`config.mk`:
```
export PLATFORM = sky130hd
export DESIGN_NAME = uhep_ctrl
export DESIGN_NICKNAME = d
export VERILOG_FILES = /design/src/rtl/uhep_pkg.sv /design/src/rtl/uhep_ctrl.sv
export VERILOG_INCLUDE_DIRS = /design/src /design/src/rtl
export SDC_FILE = /design/constraint.sdc
export NUM_CORES = 1
export LEC_CHECK = 0
export BUFFER_PORTS_ARGS = -buffer_cell sky130_fd_sc_hd__buf_4
export CAP_MARGIN = 10
export CORE_UTILIZATION = 60
export CTS_CLUSTER_SIZE = 16
export DETAILED_ROUTE_END_ITERATION = 8
export GPL_ROUTABILITY_DRIVEN = 1
export GPL_TIMING_DRIVEN = 0
export PLACE_DENSITY = 0.89
export SLEW_MARGIN = 0
export SYNTH_ARGS = -nofsm -noshare
export SYNTH_HDL_FRONTEND = slang
export SYNTH_SLANG_ARGS = --single-unit
```
`constraint.sdc`:
```
create_clock -name CLK_SYS -period 7.8 [get_ports CLK_SYS]
set_clock_uncertainty 0.05 [all_clocks]
set_input_delay 1.56 -clock CLK_SYS [delete_from_list [all_inputs] [get_ports CLK_SYS]]
set_output_delay 1.56 -clock CLK_SYS [all_outputs]
set_load 0.005 [all_outputs]
```
`src/rtl/uhep_defs.svh`:
```
// constants for the host endpoint 0 and transmit endpoint control block
`ifndef UHEP_DEFS_SVH
`define UHEP_DEFS_SVH
`define UHEP_ADDR_EP0_CTRL_HI 9'h103
`define UHEP_ADDR_EP0_COUNT 9'h108
`define UHEP_ADDR_EP0_SPEED 9'h10a
`define UHEP_ADDR_EP0_NAKLIM 9'h10b
`define UHEP_ADDR_TX1_CTRL_LO 9'h112
`define UHEP_ADDR_TX2_CTRL_LO 9'h122
`define UHEP_ADDR_TX3_CTRL_LO 9'h132
`define UHEP_ADDR_TX_STRIDE 9'h010
`define UHEP_BIT_NAK_EXPIRY_HALT 3'd7
`define UHEP_BIT_CLRTOG 3'd6
`define UHEP_BIT_STALL 3'd5
`define UHEP_BIT_SETUP 3'd4
`define UHEP_BIT_FLUSH 3'd3
`define UHEP_BIT_ERROR 3'd2
`define UHEP_BIT_FIFO_HAS_PACKET 3'd1
`define UHEP_BIT_LOADED 3'd0
`define UHEP_SPEED_FULL 2'h2
`define UHEP_SPEED_LOW 2'h3
`define UHEP_NAKLIM_MIN 5'h02
`define UHEP_NAKLIM_MAX 5'h10
`define UHEP_RESET_BYTE 8'h00
`define UHEP_RETRY_LIMIT 2'h3
`endif

```
`src/rtl/uhep_pkg.sv`:
```
// types shared by the host endpoint 0 and transmit endpoint control block
package uhep_pkg;
   // link events reported for one transmit endpoint
   typedef struct packed {
      logic sent;    // packet transmitted and acknowledged
      logic nak;     // NAK handshake received
      logic stall;   // STALL handshake received
      logic no_hs;   // attempt ended without handshake
      logic bulk;    // endpoint works in bulk mode
      logic intr;    // endpoint works in interrupt mode
   } uhep_txev_s;
   // commands from the block toward one transmit endpoint datapath
   typedef struct packed {
      logic send;        // packet waiting to be sent
      logic setup_tok;   // send setup token instead of out
      logic flush;       // empty fifo pointer, one cycle
      logic tog_clr;     // clear the data toggle, one cycle
      logic dma_stop;    // stop dma request
      logic irq;         // transmit interrupt flag pulse
   } uhep_txcmd_s;
   // endpoint 0 speed decode
   typedef enum logic [1:0] {
      UHEP_SPD_RSV0 = 2'h0,
      UHEP_SPD_RSV1 = 2'h1,
      UHEP_SPD_FULL = 2'h2,
      UHEP_SPD_LOW = 2'h3
   } uhep_speed_e;
   // endpoint 0 flush sequence
   typedef enum logic [1:0] {
      UHEP_F_IDLE = 2'b00,
      UHEP_F_DROP = 2'b01,
      UHEP_F_DONE = 2'b11
   } uhep_fl_e;
endpackage

```
`src/rtl/uhep_ctrl.sv`:
```
// host endpoint 0 and transmit endpoint 1 to 3 control and status logic
`timescale 1ns/1ps
`include "uhep_defs.svh"
module uhep_ctrl
(
   input wire logic CLK_SYS,
   input wire logic SRST,
   input wire logic [8:0] ADDR,
   input wire logic [7:0] WDATA,
   input wire logic WR,
   input wire logic RD,
   output logic [7:0] RDATA,
   input wire logic [6:0] EP0_FIFO_LEVEL,
   input wire logic EP0_TX_READY,
   input wire logic EP0_RX_READY,
   input wire logic EP0_NAK,
   input wire logic EP0_ACK,
   input wire logic FRAME_TICK,
   output logic EP0_FLUSH,
   output logic EP0_HALT,
   output uhep_pkg::uhep_speed_e EP0_SPEED,
   input wire uhep_pkg::uhep_txev_s [2:0] TX_EV,
   input wire logic [2:0] TX_FIFO_NONEMPTY,
   output uhep_pkg::uhep_txcmd_s [2:0] TX_CMD
);
   import uhep_pkg::*;

   ////////////////////////////////////////////////////////////////////////////
   // endpoint 0 state
   logic [1:0] speed_ff;           // target speed field
   logic [4:0] naklim_ff;          // nak limit field m
   logic [16:0] nak_frames_ff;     // frames with nak only
   logic nak_in_frame_ff;          // nak seen in current frame
   logic halt_ff;                  // endpoint 0 halted
   logic [6:0] count_ff;           // received byte count
   uhep_fl_e fl_ff;                // discard sequence state
   logic flush_ff;                 // discard pulse toward fifo
   logic [7:0] rdata_ff;           // read data register
   logic [16:0] nak_limit;         // limit in frames
   logic nak_enable;               // timeout active

   // write decodes
   logic wr_ep0hi;
   logic wr_speed;
   logic wr_naklim;
   assign wr_ep0hi = WR && (ADDR == `UHEP_ADDR_EP0_CTRL_HI);
   assign wr_speed = WR && (ADDR == `UHEP_ADDR_EP0_SPEED);
   assign wr_naklim = WR && (ADDR == `UHEP_ADDR_EP0_NAKLIM);

   // limit decode: 2^(m-1) frames, off for 0 and 1, 16 is the top
   assign nak_enable = (naklim_ff >= `UHEP_NAKLIM_MIN);
   assign nak_limit = nak_enable ? (17'h00001 << (naklim_ff - 5'h01)) : 17'h00000;

   ////////////////////////////////////////////////////////////////////////////
   // speed and limit registers, reserved bits dropped
   always_ff @(posedge CLK_SYS)
   begin
      if (SRST)
      begin
         speed_ff <= 2'h0;
         naklim_ff <= 5'h00;
      end
      else
      begin
         if (wr_speed)
            speed_ff <= WDATA[7:6];
         if (wr_naklim)
            naklim_ff <= (WDATA[4:0] > `UHEP_NAKLIM_MAX) ? `UHEP_NAKLIM_MAX : WDATA[4:0];
      end
   end

   ////////////////////////////////////////////////////////////////////////////
   // nak frame counting and halt of endpoint 0
   always_ff @(posedge CLK_SYS)
   begin
      if (SRST)
      begin
         nak_frames_ff <= 17'h00000;
         nak_in_frame_ff <= 1'b0;
         halt_ff <= 1'b0;
      end
      else
      begin
         // any other answer breaks the nak stream
         if (EP0_ACK || !nak_enable || wr_naklim)
         begin
            nak_frames_ff <= 17'h00000;
            nak_in_frame_ff <= 1'b0;
            halt_ff <= 1'b0;
         end
         else if (FRAME_TICK)
         begin
            // count a frame that held a nak
            if (nak_in_frame_ff || EP0_NAK)
               nak_frames_ff <= nak_frames_ff + 17'h00001;
            nak_in_frame_ff <= 1'b0;
            if ((nak_in_frame_ff || EP0_NAK) && (nak_frames_ff >= nak_limit))
               halt_ff <= 1'b1;
         end
         else if (EP0_NAK)
            nak_in_frame_ff <= 1'b1;
      end
   end

   ////////////////////////////////////////////////////////////////////////////
   // endpoint 0 discard sequence, bit clears itself
   always_ff @(posedge CLK_SYS)
   begin
      if (SRST)
      begin
         fl_ff <= UHEP_F_IDLE;
         flush_ff <= 1'b0;
      end
      else
      begin
         unique case (fl_ff)
            UHEP_F_IDLE:
            begin
               flush_ff <= 1'b0;
               if (wr_ep0hi && WDATA[0])
               begin
                  fl_ff <= UHEP_F_DROP;
                  flush_ff <= 1'b1;
               end
            end
            UHEP_F_DROP:
            begin
               flush_ff <= 1'b0;
               fl_ff <= UHEP_F_DONE;
            end
            UHEP_F_DONE:
               fl_ff <= UHEP_F_IDLE;
            default:
               fl_ff <= UHEP_F_IDLE;
         endcase
      end
   end

   // byte count follows the fifo level
   always_ff @(posedge CLK_SYS)
   begin
      if (SRST)
         count_ff <= 7'h00;
      else
         count_ff <= EP0_FIFO_LEVEL;
   end

   ////////////////////////////////////////////////////////////////////////////
   // transmit endpoints 1 to 3
   logic [7:0] txcsr_ff [3]; // low control bytes, one process per endpoint
   uhep_txcmd_s txcmd_ff [3]; // registered commands, one process per endpoint
   logic [1:0] retry_ff [3]; // failed attempts count

   genvar g;
   generate
      for (g = 0; g < 3; g++)
      begin : g_tx
         logic wr_me;
         logic [7:0] wd;
         logic stall_now;
         logic err_now;
         logic flush_now;
         logic sent_now;
         logic nak_expiry_halt_now;
         logic [8:0] my_addr;
         assign my_addr = 9'(`UHEP_ADDR_TX1_CTRL_LO + `UHEP_ADDR_TX_STRIDE * g);
         assign wr_me = WR && (ADDR == my_addr);
         assign wd = WDATA;
         assign stall_now = TX_EV[g].stall;
         assign err_now = TX_EV[g].no_hs && (TX_EV[g].bulk || TX_EV[g].intr)
                          && (retry_ff[g] == `UHEP_RETRY_LIMIT - 2'h1);
         assign flush_now = wr_me && wd[`UHEP_BIT_FLUSH];
         assign sent_now = TX_EV[g].sent && txcsr_ff[g][`UHEP_BIT_LOADED];
         assign nak_expiry_halt_now = TX_EV[g].nak && TX_EV[g].bulk && halt_ff;

         // control byte; hardware sets win over software clears
         always_ff @(posedge CLK_SYS)
         begin
            if (SRST)
               txcsr_ff[g] <= `UHEP_RESET_BYTE;
            else
            begin
               if (wr_me)
               begin
                  txcsr_ff[g][`UHEP_BIT_NAK_EXPIRY_HALT] <= wd[`UHEP_BIT_NAK_EXPIRY_HALT];
                  txcsr_ff[g][`UHEP_BIT_STALL] <= wd[`UHEP_BIT_STALL];
                  txcsr_ff[g][`UHEP_BIT_SETUP] <= wd[`UHEP_BIT_SETUP];
                  txcsr_ff[g][`UHEP_BIT_ERROR] <= wd[`UHEP_BIT_ERROR];
                  txcsr_ff[g][`UHEP_BIT_LOADED] <= wd[`UHEP_BIT_LOADED] && !flush_now;
               end
               txcsr_ff[g][`UHEP_BIT_CLRTOG] <= 1'b0;
               txcsr_ff[g][`UHEP_BIT_FLUSH] <= 1'b0;
               txcsr_ff[g][`UHEP_BIT_FIFO_HAS_PACKET] <= TX_FIFO_NONEMPTY[g];
               if (sent_now)
               begin
                  txcsr_ff[g][`UHEP_BIT_LOADED] <= 1'b0;
                  txcsr_ff[g][`UHEP_BIT_SETUP] <= 1'b0;
               end
               if (nak_expiry_halt_now)
                  txcsr_ff[g][`UHEP_BIT_NAK_EXPIRY_HALT] <= 1'b1;
               if (stall_now)
                  txcsr_ff[g][`UHEP_BIT_STALL] <= 1'b1;
               if (stall_now || txcsr_ff[g][`UHEP_BIT_STALL])
                  txcsr_ff[g][`UHEP_BIT_LOADED] <= 1'b0;
               if (err_now)
               begin
                  txcsr_ff[g][`UHEP_BIT_ERROR] <= 1'b1;
                  txcsr_ff[g][`UHEP_BIT_LOADED] <= 1'b0;
               end
            end
         end

         // failed attempt counter, restarted by any handshake
         always_ff @(posedge CLK_SYS)
         begin
            if (SRST || TX_EV[g].sent || TX_EV[g].nak || TX_EV[g].stall || err_now)
               retry_ff[g] <= 2'h0;
            else if (TX_EV[g].no_hs)
               retry_ff[g] <= retry_ff[g] + 2'h1;
         end

         // commands toward the endpoint datapath
         always_ff @(posedge CLK_SYS)
         begin
            if (SRST)
               txcmd_ff[g] <= '0;
            else
            begin
               txcmd_ff[g].send <= txcsr_ff[g][`UHEP_BIT_LOADED]
                                   && !txcsr_ff[g][`UHEP_BIT_NAK_EXPIRY_HALT];
               txcmd_ff[g].setup_tok <= txcsr_ff[g][`UHEP_BIT_SETUP];
               txcmd_ff[g].flush <= flush_now || stall_now || err_now;
               txcmd_ff[g].tog_clr <= wr_me && (wd[`UHEP_BIT_CLRTOG]
                                      || (wd[`UHEP_BIT_SETUP] && wd[`UHEP_BIT_LOADED]));
               txcmd_ff[g].dma_stop <= stall_now || txcsr_ff[g][`UHEP_BIT_STALL];
               txcmd_ff[g].irq <= flush_now || err_now || sent_now;
            end
         end
      end
   endgenerate

   ////////////////////////////////////////////////////////////////////////////
   // read port, data stands one cycle after the strobe
   always_ff @(posedge CLK_SYS)
   begin
      if (SRST)
         rdata_ff <= 8'h00;
      else if (RD)
      begin
         unique case (ADDR)
            `UHEP_ADDR_EP0_CTRL_HI: rdata_ff <= {7'h00, fl_ff != UHEP_F_IDLE};
            `UHEP_ADDR_EP0_COUNT: rdata_ff <= {1'b0, count_ff};
            `UHEP_ADDR_EP0_SPEED: rdata_ff <= {speed_ff, 6'h00};
            `UHEP_ADDR_EP0_NAKLIM: rdata_ff <= {3'h0, naklim_ff};
            `UHEP_ADDR_TX1_CTRL_LO: rdata_ff <= txcsr_ff[0];
            `UHEP_ADDR_TX2_CTRL_LO: rdata_ff <= txcsr_ff[1];
            `UHEP_ADDR_TX3_CTRL_LO: rdata_ff <= txcsr_ff[2];
            default: rdata_ff <= 8'h00;
         endcase
      end
      else
         rdata_ff <= 8'h00;
   end

   // outputs straight from flip-flops
   assign RDATA = rdata_ff;
   assign EP0_FLUSH = flush_ff;
   assign EP0_HALT = halt_ff;
   assign EP0_SPEED = uhep_speed_e'(speed_ff);
   assign TX_CMD = {txcmd_ff[2], txcmd_ff[1], txcmd_ff[0]};
endmodule

```
Word level (Yosys, flattened, before mapping)
Memory sizes are Yosys's and may differ from the RTL's. Cells that the tools add are included.

Bits in registers: 44. Latch bits: 0. RAM bits: 42. Memory bits (read-only): 0. Input port bits: 54. Output and inout port bits: 30. Logic and storage cells: 318. Memories kept: 3.

$add $sub $neg: 5. $mul: 0. Divide/modulo/power cells: 0. Order comparisons: 3. Equality and inequality tests: 12. Shift-type cells: 1. Multiplexer cells: 139. Bitwise operators: 61. Reduce and logical (&&, ||, !) cells: 85.

Memories: txcmd_ff (depth 3, width 6, rd ports 3, clocked after memory_dff 0, write ports 3, line uhep_ctrl.sv:151) `uhep_txcmd_s txcmd_ff [3];`; txcsr_ff (depth 3, width 6, rd ports 3, clocked after memory_dff 0, write ports 3, line uhep_ctrl.sv:150) `logic [7:0] txcsr_ff [3];`; retry_ff (depth 3, width 2, rd ports 3, clocked after memory_dff 0, write ports 3, line uhep_ctrl.sv:152) `logic [1:0] retry_ff [3];`.

Operators with widths (count): 1-bit 2-to-1 mux (130); 9-bit equality test (second input constant) (7); 1-bit bitwise OR (60); 8-bit one-hot mux with 7 select lines (1); 1-bit logical AND (36); 1-bit logical OR (34); 17-bit by 1-bit adder with 17-bit output (second input constant) (1); 17-bit greater-or-equal comparator (1); 17-bit 2-to-1 mux (1); 1-bit by 5-bit left shift with 17-bit output (first input constant) (1); 2-bit 2-to-1 mux (4); 1-bit logical NOT (7); 2-bit by 1-bit adder with 2-bit output (second input constant) (3); 2-bit equality test (second input constant) (3); 5-bit by 2-bit greater-or-equal comparator with 1-bit output (second input constant) (1); 5-bit > comparator (second input constant) (1); 5-bit 2-to-1 mux (1); 5-bit by 1-bit subtractor with 5-bit output (second input constant) (1); 2-bit one-hot mux with 2 select lines (1); 2-bit AND reduction (2); 2-bit nonzero test (2); 2-bit OR reduction (2); 3-bit OR reduction (1); 2-bit by 1-bit equality test with 1-bit output (second input constant) (1); 4 further kinds (4).

Logic depth before layout (Yosys ltp)
Word-level depth: 9. Mapped depth: 12. Gate-level depth less buffers: 10.

Worst setup path before layout
Ideal clock, no wire load.

Kind: input -> register. From: input ADDR[2]. To: memory txcsr_ff[2][0] (netlist name) (data pin). Setup time: 255 ps. Arrival time: 2844 ps. Required time: 7495 ps. Setup slack: 4651 ps. Stages on the path: 7. Buffers on the path: 2. Path through: or3_1 buf_6 nor3_4 and4_1 buf_2 nand2_1 and3_1.

RTL lines: start: declaration (line uhep_ctrl.sv:8) `input wire logic [8:0] ADDR,`; end: declaration (line uhep_ctrl.sv:150).

Worst setup path in the final report
From: register naklim_ff[1]. To: register halt_ff (netlist: EP0_HALT).

Word-level cells in the longest chain between the ends: 6. Elaborated cells on any way between the ends: 11. Those cells by class: 1 x add/sub; 2 x order compare; 1 x shift; 1 x mux; 6 x reduce/logical.

RTL lines: start: declaration (line uhep_ctrl.sv:31) `logic [4:0] naklim_ff;`; start signal: assignment (line uhep_ctrl.sv:68) `` naklim_ff <= (WDATA[4:0] > `UHEP_NAKLIM_MAX) ? `UHEP_NAKLIM_MAX : WDATA[4:0]; ``; 5-bit by 1-bit subtractor with 5-bit output (line uhep_ctrl.sv:52) `assign nak_limit = nak_enable ? (17'h00001 << (naklim_ff - 5'h01)) : 17'h00000;`; 1-bit by 5-bit left shift with 17-bit output (line uhep_ctrl.sv:52); 17-bit 2-to-1 mux (line uhep_ctrl.sv:52); 17-bit greater-or-equal comparator (line uhep_ctrl.sv:97) `if ((nak_in_frame_ff || EP0_NAK) && (nak_frames_ff >= nak_limit))`; 1-bit logical AND (line uhep_ctrl.sv:97); 2-bit AND reduction (no line); end signal: assignment (line uhep_ctrl.sv:80) `halt_ff <= 1'b0;`; end signal: assignment (line uhep_ctrl.sv:89) `halt_ff <= 1'b0;`; end signal: assignment (line uhep_ctrl.sv:98) `halt_ff <= 1'b1;`; end: declaration (line uhep_ctrl.sv:34) `logic halt_ff;`.

Parallel ways exist; a longest one is shown, timed or not. A chain may end at the register's enable or synchronous reset.

==> qor.csv <==
stage;metric;value;unit
global_route;gr-total-overflow;0;
routing;wl;10.92;mm
sta;fin_crit_sh;39.83;%
logic_synthesis;synthArstFlopShare;0;%
global_route;grt_pass1_wl;17.53;mm
logic_synthesis;netlist_top_cells_area;dfxtp_1 (30%), edfxtp_1 (15%), ha_1 (6.7%);
logic_synthesis;netlist-cell-type-count;51;
floorplanning;fp.dieH;86.64;µm
clock_tree;cts.sinks;86;
logic_synthesis;yosys.area.top_type;dfxtp_1;
floorplanning;die_area;0.007506;mm²
power_and_ir_drop;clkPwrFrac;36.3;%
clock_tree;cts_setup_buffers;0;
logic_synthesis;synth_seq_cells;86;
clock_tree;cts_buffers;9;
power_and_ir_drop;pwr-share-seq;54.9;%
final_layout;final_cell_mix;buf_4 (80), nor2_1 (73), dfxtp_1 (65);
flow_run;drv_cap;0;
sta;slew_headroom;40.91;%
logic_synthesis;synthesis.nets;555;
logic_synthesis;ys_warn_count;0;
worst_setup_path;critPathCaptureType;register;
placement;portBuffers;78;
final_layout;antennaDiodeCount;0;
worst_setup_path;required;8.02;ns
power_and_ir_drop;power_frac_comb;8.8;%
sta;fin_setup_tns;0;ns
logic_synthesis;synth_top_area_share;30.28;%
routing;viasPerCell;6.006;
routing;firstDrtPassIters;5;
global_route;antenna_found_initial;0;
global_route;grt_pass1_vias;3730;
worst_setup_path;critPathKind;reg2reg;
routing;drt_first_iter_violations;381;
power_and_ir_drop;peakVddDrop;0.1054;mV
sta;fin_ws;4.693;ns
clock_tree;clk_pin_slew;0.09;ns
sta;final_hold_viol_count;0;
final_layout;final_area;0.005192;mm²
logic_synthesis;postSynthCellCount;478;
floorplanning;std_cell_rows;30;
worst_setup_path;critPathLaunchType;register;
worst_setup_path;path_max_fanout;10;
sta;tightestPinTransition;0.8782;ns
power_and_ir_drop;power_density;165.9;mW/mm²
power_and_ir_drop;internal_power;0.6512;mW
logic_synthesis;syn_area;0.004298;mm²
placement;dpl-instance-area;0.005004;mm²
power_and_ir_drop;power;0.8616;mW
power_and_ir_drop;switchingPower;0.2104;mW
floorplanning;num_io_pins;84;
final_layout;fin_util;75.59;%
sta;maxSlewViolCount;0;
sta;period_needed;3.107;ns
worst_setup_path;cp.arrival;3.33;ns
routing;drc;0;
floorplanning;die_w;86.64;µm
clock_tree;clk_latency;0.37;ns
placement;pre_cts_ws;4.386;ns
routing;ant_nets;0;
power_and_ir_drop;p_leak;2.152;nW
outcome;status;finished, final reports clean;
logic_synthesis;synth_edf_count;21;
routing;vias;4012;
min_path;hold_class;reg2reg;
logic_synthesis;syn_area_per_cell;8.991;µm²
power_and_ir_drop;p_sw_share;24.42;%
floorplanning;initial_core_util;62.57;%
sta;setup_viol;0;
sta;rsz0062_at_grt;false;
final_layout;final_common_cell;buf_4;
clock_tree;root_buffer;clkbuf_8;
final_layout;fin_nets;644;
global_route;grt_max_degree;15;
routing;drt-wirelength-per-cell;16.35;µm
placement;gp_congestion;0.8822;
clock_tree;cts_tree;built;
sta;max_freq;321.8;MHz
clock_tree;cts.htree.levels;3;
final_layout;syn2layout_area_growth;20.82;%
global_route;grt.total_usage;30.82;%
clock_tree;cts-hold-fix-buffers;0;
logic_synthesis;ys_seq_area_share;44.95;%
final_layout;drive_above_1_share;19.93;%
floorplanning;core_area;0.006869;mm²
clock_tree;cts_resized;0;
placement;dpl.hpwl;8.024;mm
logic_synthesis;synthFlopType;dfxtp_1;
clock_tree;clk_path_buf_depth;2;
==> critical path, cell delays in order (launching register included) <==
cell and delay (ns):
dfxtp_1 0.43, clkbuf_1 0.36, nor2_1 0.13, ha_1 0.31
clkbuf_1 0.21, or4_1 0.51, ha_1 0.31, a21oi_1 0.13
nor2_1 0.05, o31a_1 0.30, o31a_1 0.23
==> Yosys cell counts, types with 6 or more instances <==
| library cell | count |
|---|---|
| mux2_2 | 6 |
| nor3_1 | 7 |
| mux2i_1 | 7 |
| nor2b_1 | 21 |
| nand4_1 | 12 |
| and3_1 | 7 |
| a21oi_1 | 30 |
| nand2_1 | 51 |
| nor2_1 | 73 |
| clkbuf_1 | 13 |
| xor2_1 | 12 |
| dfxtp_1 | 65 |
| or3_1 | 11 |
| a22o_1 | 7 |
| nand3_1 | 20 |
| ha_1 | 23 |
| edfxtp_1 | 21 |
| inv_1 | 12 |
| nor3b_1 | 6 |
| nor4_1 | 7 |
==> flip-flops by register name (all words and copies together), names as in the netlist <==
signal / count
EP0_FLUSH: 1
EP0_HALT: 1
txcsr_ff: 18
RDATA: 8
EP0_SPEED: 2
nak_in_frame_ff: 1
count_ff: 7
retry_ff: 6
nak_frames_ff: 17
naklim_ff: 5
txcmd_ff: 18
fl_ff: 2
==> stage by stage <==
stage	instances	hold slack, ns
after global routing	668	0.4105
after global placement	652	0.3899
after detailed placement	652	0.3834
after floorplan	478	0.3607
after CTS	668	0.3987
final	668	0.4144
==> routing by layer <==
metal	track usage [%]	up-vias	part of all wire [%]
li1	-	1865	-
met1	40.45	1872	41
met2	49.28	245	47
met3	5.810	30	9.1
met4	14.70	0	2.6
met5	0	-	0
==> worst paths after layout <==
path                  start              to  slack [ns]  cells after the start
min reg2reg  txcsr_ff[2][5]  txcmd_ff[2][5]        0.41                      1
max reg2reg    naklim_ff[1]        EP0_HALT        4.69                     10
max            naklim_ff[1]        EP0_HALT        4.69                     10
min          txcsr_ff[2][5]  txcmd_ff[2][5]        0.41                      1
==> cell families after synthesis <==
group | share of synthesized area, %
buffers and inverters | 3.988
xor gates and xnor gates | 3.057
DFF | 44.95
adders and majority gates | 6.696
and+or+nand+nor | 27.37
AOI/OAI and AO/OA | 10.74
muxes | 3.202
==> power groups by stage <==
stage	clock [mW]	sequential (mW)	combinational (mW)
after floorplan	0	0.481	0.0335
after global placement	0	0.482	0.0723
after detailed placement	0	0.483	0.0742
after CTS	0.313	0.472	0.0746
after global routing	0.333	0.474	0.0822
final	0.313	0.473	0.0760
==> cell type report <==
class                      instances  area (µm²)
timing repair buffer              78       585.6
fill                             481        1677
clock buffer                      10       127.6
sequential                        86        1932
inverter                          12       45.04
multi-input combinational        356        2195
buffer                            24       126.4
clock inverter                     6       61.31
tap                               96       120.1
(Power assumes the default switching activity.)
